==> config.mk <==
export PLATFORM = sky130hd
export DESIGN_NAME = vpc_regs
export DESIGN_NICKNAME = d
export VERILOG_FILES = /design/src/include/vpc_pkg.sv /design/src/hw/vpc_fid_latch.sv /design/src/hw/vpc_regs.sv
export SDC_FILE = /design/constraint.sdc
export NUM_CORES = 1
export LEC_CHECK = 0
export BUFFER_PORTS_ARGS = -buffer_cell sky130_fd_sc_hd__clkbuf_2
export CORE_UTILIZATION = 46
export DETAILED_ROUTE_END_ITERATION = 7
export MAX_ROUTING_LAYER = met4
export PLACE_DENSITY = 0.89
export SLEW_MARGIN = 10
export SYNTH_ARGS = -nofsm -noshare
export SYNTH_HDL_FRONTEND = slang
export SYNTH_SLANG_ARGS = --single-unit
==> constraint.sdc <==
create_clock -name clk_i -period 4.3 [get_ports clk_i]
set_input_delay 0.86 -clock clk_i [delete_from_list [all_inputs] [get_ports clk_i]]
set_output_delay 0.86 -clock clk_i [all_outputs]
set_load 0.01 [all_outputs]
==> src/include/vpc_pkg.sv <==
// Purpose: Shared constants and types for the video port control bank
// Assumes: 32-bit classic Wishbone register access, byte addressed
// Notes:   All registers reset to zero
package vpc_pkg;

    // Bus widths
    localparam int unsigned WB_AW = 8;
    localparam int unsigned WB_DW = 32;

    // Register byte offsets
    localparam logic [WB_AW-1:0] ADDR_CAP0 = 8'h00;
    localparam logic [WB_AW-1:0] ADDR_CAP1 = 8'h04;
    localparam logic [WB_AW-1:0] ADDR_DISP = 8'h08;
    localparam logic [WB_AW-1:0] ADDR_STAT = 8'h0C;

    // Reset values
    localparam logic [31:0] CAP_RESET  = 32'h0000_0000;
    localparam logic [31:0] DISP_RESET = 32'h0000_0000;

    // Writable bits of each register
    localparam logic [31:0] CAP0_WR_MASK = 32'h0000_000F;
    localparam logic [31:0] CAP1_WR_MASK = 32'h0000_001F;
    localparam logic [31:0] DISP_WR_MASK = 32'h8000_7FDB;

    // Field positions
    localparam int unsigned CAP_MUX_BIT  = 3;
    localparam int unsigned MODE_RAW_BIT = 1;

    // Capture channel control word
    typedef struct packed {
        logic [25:0] rsvd;
        logic        field_id;
        logic        addr_format;
        logic        luma_chroma_mux;
        logic [1:0]  data_mode;
        logic        enable;
    } vpc_cap_ctrl_t;

    // Display channel control word
    typedef struct packed {
        logic        clock_edge_select;
        logic [15:0] rsvd_hi;
        logic        blank_clip_enable;
        logic        active_clip_enable;
        logic        field_frame;
        logic        scan_format;
        logic        pixel_enable;
        logic        vert_anc_enable;
        logic        horiz_anc_enable;
        logic [1:0]  frame_irq_select;
        logic        field_id;
        logic        addr_format;
        logic        luma_chroma_mux;
        logic        rsvd_lo;
        logic        clock_enable;
        logic        enable;
    } vpc_disp_ctrl_t;

    // Capture status word
    typedef struct packed {
        logic [26:0] rsvd;
        logic        mode_mismatch;
        logic        raw_mode;
        logic        cap1_active;
        logic        cap0_active;
        logic        started;
    } vpc_status_t;

endpackage : vpc_pkg

==> src/hw/vpc_fid_latch.sv <==
// Purpose: Holds a channel's field identification between frame pulses
// Assumes: frame_pulse_i is a one-cycle pulse on clk_i
// Notes:   Value shown is 0 for top field, 1 for bottom field
`timescale 1ns/1ps
module vpc_fid_latch (
    input  wire logic clk_i,
    input  wire logic rst_i,
    input  wire logic frame_pulse_i,
    input  wire logic field_i,
    output logic      fid_o
);
    import vpc_pkg::*;

    // Capture field only on the frame pulse
    always_ff @(posedge clk_i) begin
        if (rst_i) begin
            fid_o <= 1'b0;
        end else if (frame_pulse_i) begin
            fid_o <= field_i;
        end
    end

    property p_fid_hold;
        @(posedge clk_i) disable iff (rst_i)
        !frame_pulse_i |=> $stable(fid_o);
    endproperty
    a_fid_hold: assert property (p_fid_hold)
        else $error("field id changed without frame pulse");

    property p_fid_take;
        @(posedge clk_i) disable iff (rst_i)
        frame_pulse_i |=> fid_o == $past(field_i);
    endproperty
    a_fid_take: assert property (p_fid_take)
        else $error("field id not taken on frame pulse");

endmodule : vpc_fid_latch

==> src/hw/vpc_regs.sv <==
// Purpose: Capture and display channel control registers of a video port
// Assumes: Classic Wishbone slave, single clock, synchronous reset
// Notes:   Capture run state is derived here and driven to the datapath
//
// Design decisions made here: the address map and the Wishbone register port.
`timescale 1ns/1ps
module vpc_regs (
    input  wire logic                  clk_i,
    input  wire logic                  rst_i,
    // Wishbone slave
    input  wire logic                  cyc_i,
    input  wire logic                  stb_i,
    input  wire logic                  we_i,
    input  wire logic [vpc_pkg::WB_AW-1:0] adr_i,
    input  wire logic [3:0]            sel_i,
    input  wire logic [vpc_pkg::WB_DW-1:0] dat_i,
    output logic [vpc_pkg::WB_DW-1:0]  dat_o,
    output logic                       ack_o,
    // Field tracking from the datapath
    input  wire logic                  cap1_frame_pulse_i,
    input  wire logic                  cap1_field_i,
    input  wire logic                  disp_frame_pulse_i,
    input  wire logic                  disp_field_i,
    // Controls to the datapath
    output vpc_pkg::vpc_cap_ctrl_t     cap0_ctrl_o,
    output vpc_pkg::vpc_cap_ctrl_t     cap1_ctrl_o,
    output vpc_pkg::vpc_disp_ctrl_t    disp_ctrl_o,
    output vpc_pkg::vpc_status_t       status_o,
    output logic                       cap1_luma_subpic_o,
    output logic                       cap1_anc_subpic_o,
    output logic                       disp_clock_edge_select_o,
    output logic                       cap1_field_id_o,
    output logic                       disp_field_id_o
);
    import vpc_pkg::*;

    vpc_cap_ctrl_t  cap0_q;
    vpc_cap_ctrl_t  cap1_q;
    vpc_disp_ctrl_t disp_q;
    vpc_status_t    stat_d;
    logic [31:0]    bmask;
    logic [31:0]    rdata;
    logic           wr_en;
    logic           cap1_mux0_wr;
    logic [1:0]     frame_pulse;
    logic [1:0]     field_in;
    logic [1:0]     fid;

    // Byte lanes to bit mask
    always_comb begin
        for (int i = 0; i < 4; i++) begin
            bmask[i*8 +: 8] = {8{sel_i[i]}};
        end
    end

    // Writes commit on the edge at which the master sees ack
    assign wr_en = cyc_i && stb_i && we_i && ack_o;
    assign cap1_mux0_wr = wr_en && (adr_i == ADDR_CAP1) && sel_i[0]
                          && !dat_i[CAP_MUX_BIT];

    // Bus acknowledge, one wait state, dropped after one cycle
    always_ff @(posedge clk_i) begin
        if (rst_i) begin
            ack_o <= 1'b0;
        end else begin
            ack_o <= cyc_i && stb_i && !ack_o;
        end
    end

    // First capture channel control
    always_ff @(posedge clk_i) begin
        if (rst_i) begin
            cap0_q <= vpc_cap_ctrl_t'(CAP_RESET);
        end else begin
            if (wr_en && adr_i == ADDR_CAP0) begin
                cap0_q <= vpc_cap_ctrl_t'((cap0_q & ~(bmask & CAP0_WR_MASK))
                          | (dat_i & bmask & CAP0_WR_MASK));
            end
            if (cap1_mux0_wr || (!cap1_q.luma_chroma_mux && wr_en
                && adr_i == ADDR_CAP0)) begin
                cap0_q.luma_chroma_mux <= 1'b1;
            end
        end
    end

    // Second capture channel control
    always_ff @(posedge clk_i) begin
        if (rst_i) begin
            cap1_q <= vpc_cap_ctrl_t'(CAP_RESET);
        end else if (wr_en && adr_i == ADDR_CAP1) begin
            cap1_q <= vpc_cap_ctrl_t'((cap1_q & ~(bmask & CAP1_WR_MASK))
                      | (dat_i & bmask & CAP1_WR_MASK));
        end
    end

    // Display channel control, read-only bits never written
    always_ff @(posedge clk_i) begin
        if (rst_i) begin
            disp_q <= vpc_disp_ctrl_t'(DISP_RESET);
        end else if (wr_en && adr_i == ADDR_DISP) begin
            disp_q <= vpc_disp_ctrl_t'((disp_q & ~(bmask & DISP_WR_MASK))
                      | (dat_i & bmask & DISP_WR_MASK));
        end
    end

    // Field id latches for capture channel 1 and display
    assign frame_pulse = {disp_frame_pulse_i, cap1_frame_pulse_i};
    assign field_in    = {disp_field_i, cap1_field_i};

    generate
        for (genvar g = 0; g < 2; g++) begin : g_fid
            vpc_fid_latch u_fid (
                .clk_i         (clk_i),
                .rst_i         (rst_i),
                .frame_pulse_i (frame_pulse[g]),
                .field_i       (field_in[g]),
                .fid_o         (fid[g])
            );
        end
    endgenerate

    // Capture run state from enables, mux and data mode
    always_comb begin
        logic raw;
        logic muxed;
        logic both;
        raw   = cap0_q.data_mode[MODE_RAW_BIT];
        muxed = cap0_q.luma_chroma_mux && cap1_q.luma_chroma_mux;
        both  = cap0_q.enable && cap1_q.enable;
        stat_d = '0;
        if (!raw && muxed) begin
            stat_d.cap0_active = cap0_q.enable;
            stat_d.cap1_active = cap1_q.enable;
        end else begin
            stat_d.cap0_active = both;
            stat_d.cap1_active = both;
        end
        stat_d.started       = stat_d.cap0_active || stat_d.cap1_active;
        stat_d.raw_mode      = raw;
        stat_d.mode_mismatch = cap0_q.data_mode != cap1_q.data_mode;
    end

    // Read data select, reserved bits read zero
    always_comb begin
        rdata = '0;
        unique case (adr_i)
            ADDR_CAP0: rdata = 32'(cap0_q) & CAP0_WR_MASK;
            ADDR_CAP1: begin
                rdata = 32'(cap1_q) & CAP1_WR_MASK;
                rdata[5] = fid[0];
            end
            ADDR_DISP: begin
                rdata = 32'(disp_q) & DISP_WR_MASK;
                rdata[5] = fid[1];
            end
            ADDR_STAT: rdata = 32'(stat_d);
            default:   rdata = '0;
        endcase
    end

    // Registered read data
    always_ff @(posedge clk_i) begin
        if (rst_i) begin
            dat_o <= '0;
        end else if (cyc_i && stb_i && !we_i && !ack_o) begin
            dat_o <= rdata;
        end
    end

    // Registered controls to the datapath
    always_ff @(posedge clk_i) begin
        if (rst_i) begin
            cap0_ctrl_o        <= vpc_cap_ctrl_t'(CAP_RESET);
            cap1_ctrl_o        <= vpc_cap_ctrl_t'(CAP_RESET);
            disp_ctrl_o        <= vpc_disp_ctrl_t'(DISP_RESET);
            status_o           <= '0;
            cap1_luma_subpic_o <= 1'b0;
            cap1_anc_subpic_o  <= 1'b0;
        end else begin
            cap0_ctrl_o        <= cap0_q;
            cap1_ctrl_o        <= cap1_q;
            disp_ctrl_o        <= disp_q;
            status_o           <= stat_d;
            cap1_luma_subpic_o <= cap1_q.addr_format
                                  && !cap1_q.data_mode[MODE_RAW_BIT];
            cap1_anc_subpic_o  <= 1'b0;
        end
    end

    // Edge select and field ids out
    always_ff @(posedge clk_i) begin
        if (rst_i) begin
            disp_clock_edge_select_o <= 1'b0;
            cap1_field_id_o          <= 1'b0;
            disp_field_id_o          <= 1'b0;
        end else begin
            disp_clock_edge_select_o <= disp_q.clock_edge_select;
            cap1_field_id_o          <= fid[0];
            disp_field_id_o          <= fid[1];
        end
    end

    property p_ack_pulse;
        @(posedge clk_i) disable iff (rst_i)
        ack_o |=> !ack_o;
    endproperty
    a_ack_pulse: assert property (p_ack_pulse)
        else $error("ack held longer than one cycle");

    property p_luma_fmt;
        @(posedge clk_i) disable iff (rst_i)
        cap1_q.addr_format && !cap1_q.data_mode[1] |=> cap1_luma_subpic_o;
    endproperty
    a_luma_fmt: assert property (p_luma_fmt)
        else $error("sub-picture select not driven");

    property p_luma_raw;
        @(posedge clk_i) disable iff (rst_i)
        cap1_q.data_mode[1] |=> !cap1_luma_subpic_o;
    endproperty
    a_luma_raw: assert property (p_luma_raw)
        else $error("address format applied in raw mode");

    property p_anc_raster;
        @(posedge clk_i) disable iff (rst_i)
        cap1_q.addr_format |=> !cap1_anc_subpic_o;
    endproperty
    a_anc_raster: assert property (p_anc_raster)
        else $error("ancillary data left raster order");

    property p_force_mux;
        @(posedge clk_i) disable iff (rst_i)
        cap1_mux0_wr |=> cap0_q.luma_chroma_mux ##1 cap0_ctrl_o[3];
    endproperty
    a_force_mux: assert property (p_force_mux)
        else $error("first channel mux bit not forced");

    property p_indep;
        @(posedge clk_i) disable iff (rst_i)
        !cap0_q.data_mode[1] && cap0_q.luma_chroma_mux
        && cap1_q.luma_chroma_mux && cap0_q.enable && !cap1_q.enable
        |=> status_o.cap0_active && !status_o.cap1_active;
    endproperty
    a_indep: assert property (p_indep)
        else $error("independent channel start failed");

    property p_raw_both;
        @(posedge clk_i) disable iff (rst_i)
        cap0_q.data_mode[1] && !(cap0_q.enable && cap1_q.enable)
        |=> !status_o.started;
    endproperty
    a_raw_both: assert property (p_raw_both)
        else $error("raw mode started without both enables");

    property p_disable;
        @(posedge clk_i) disable iff (rst_i)
        !cap1_q.enable |=> !status_o.cap1_active;
    endproperty
    a_disable: assert property (p_disable)
        else $error("disabled channel reported active");

    property p_ro_bits;
        @(posedge clk_i) disable iff (rst_i)
        (32'(disp_q) & ~DISP_WR_MASK) == 32'h0000_0000;
    endproperty
    a_ro_bits: assert property (p_ro_bits)
        else $error("read-only display bit written");

    property p_edge_out;
        @(posedge clk_i) disable iff (rst_i)
        $rose(disp_q.clock_edge_select) |=> disp_clock_edge_select_o;
    endproperty
    a_edge_out: assert property (p_edge_out)
        else $error("edge select not driven out");

endmodule : vpc_regs

==> results.toml <==
[global_routing]
grt_use_total = 0.164
grt_pass1_wl_um = 9390
antenna_found_initial = 0
grt_pass1_vias = 1938
overflow = 0
grt_max_degree = 50

[timing]
tightestPinTransition_ns = 1.04
slew_violations = 0
hold_ws_ns = 0.467
clock.fmax_mhz = 432
rsz0062_at_grt = "false"
tns_ns = 0
slew_headroom = 0.303
period_needed_ns = 2.32
hold_violations = 0
finalClockSkew_ns = 0.00832
fin_crit_sh = 0.539
setup_viol = 0

[route]
via_count = 2315
drtAntennaViolNets = 0
top_layer = "met4"
dr_wl_met2_um = 3020
viasPerCell = 4.27
wl_met1_um = 2620
wl_met3_um = 461
routed_wl_um = 6200
drcViolationCount = 0
wl_per_cell_um = 11.4
drtIter0Drc = 116
first_pass_iters = 6

[synth]
synth_edf_count = 0
synth_top_area_frac = 0.413
synth_largest_area_cell = "dfxtp_1"
synth-async-reset-ratio = 0
syn_inst = 356
yosysMostFrequentCell = "buf_4"
syn_area_um2 = 3490
ys_top_cells_by_count = "buf_4 (119), dfxtp_1 (72), nor2b_1 (28)"
synthDistinctLibCells = 43
synth-seq-cells = 72
yosysSeqAreaShare = 0.413
yosys-top-cells-area = "dfxtp_1 (41%), buf_4 (26%), nor2b_1 (5.0%), mux2i_1 (3.7%), a22o_1 (3.3%)"
yosys_warnings = 0
ys.flop_type = "dfxtp_1"
synth.avg_cell_area_um2 = 9.81

[die]
die_y_um = 89.1
rows = 31
dieWidth_um = 89.1
ios = 219
core_um2 = 7290
start_util = 0.479
die_area_um2 = 7940

[placed_design]
hpwl_um = 4640
dp.cells = 526
portBuffers = 83
gp_congestion = 0.843
postPlaceCellArea_um2 = 3540

[power_and_ir_drop]
p_total_mw = 1.30
vdd.ir_drop.worst_v = 0.000121
power_density_nw_per_um2 = 347
p_leak_nw = 1.89

[worst_setup_path]
crit_type = "in2reg"
cp_max_fo = 49
cp.required_ns = 4.58
cp-start-kind = "input pin"
setup.worst_path.end_class = "register"
cp.arrival_ns = 2.59

[cts]
clk_pin_slew_worst_paths_ns = 0.08
htreeDepth = 3
cts_root_buffer = "clkbuf_8"
cts-resized-gates = 0
post-cts-setup-buffers = 0
cts_tree = "yes"
clkSinkCount = 72
clk_latency_ns = 0.34
cts_buffers = 9
cts_hold_buf = 0
cts.path.max_buffers = 2

[cells_and_area]
drive_above_1_share = 0.273
fin_cells = 542
area_growth_pct = 6.99
final_cell_area_um2 = 3730
antennaDiodeCount = 0
fin_nets = 491

[hold_path]
hold_class = "reg2reg"

[run]
cap_violations = 0

[status]
status = "completed"
-- cell families (layout without fill, tap and decap cells) --
logic type | Yosys count | after routing | share of synthesized area
buf+inv | 141 | 112 | 0.280
other cells | 1 | 117 | 0.00107
compound gates | 34 | 34 | 0.0745
flops | 72 | 72 | 0.413
simple gates | 81 | 81 | 0.148
xor+xnor | 3 | 3 | 0.00753
mux | 24 | 24 | 0.0760
-- layout make-up --
cell class | count | area, um^2
timing repair buffer | 84 | 423
sequential | 72 | 1440
clock buffer | 9 | 124
fill | 664 | 3560
clock inverter | 7 | 71.3
tap | 99 | 124
multi-input combinational | 259 | 1510
inverter | 12 | 45.0
-- power breakdown --
part	total, mW	internal (mW)	switching, mW
Sequential	0.670	0.668	0.00148
Combinational	0.102	0.0243	0.0779
Clock	0.524	0.267	0.257
Total	1.30	0.960	0.336
-- per-stage QoR --
| step | util | setup WS (ns) |
|---|---|---|
| final | 0.512 | 1.98 |
| after floorplan | - | 2.19 |
| after global placement | 0.485 | 1.66 |
| after detailed placement | 0.485 | 1.58 |
| after global routing | 0.512 | 1.75 |
| after CTS | 0.512 | 1.95 |
-- final timing paths --
| check | start | to | slack, ns | cells after the start |
|---|---|---|---|---|
| worst max-delay path | rst_i | dat_o[7] | 1.98 | 3 |
| worst min-delay path | register | dat_o[13] | 0.47 | 1 |
| worst max register to register | ack_o | dat_o[7] | 2.54 | 4 |
| worst min register to register | register | dat_o[13] | 0.47 | 1 |
-- worst max-delay path, stage by stage --
cell      delay, ns
clkbuf_2       0.48
nor2_1         0.99
a22o_1         0.25
-- cell usage in the layout, fill, tap and decap left out, types with 9 or more instances in the layout --
cell type	count
clkbuf_2	83
inv_1	12
conb_1	117
nor2b_1	28
mux2i_1	13
dfxtp_1	72
mux2_2	10
a22o_1	13
nor2_1	13
nand2b_1	16
clkbuf_8	9
-- metal layers --
| layer | up-vias | GRT usage |
|---|---|---|
| met4 | 0 | 0.0866 |
| met2 | 124 | 0.260 |
| met1 | 1084 | 0.195 |
| met3 | 8 | 0.0369 |
| li1 | 1099 | - |
| met5 | - | - |
Note: power is estimated with default switching activity, not from simulation.
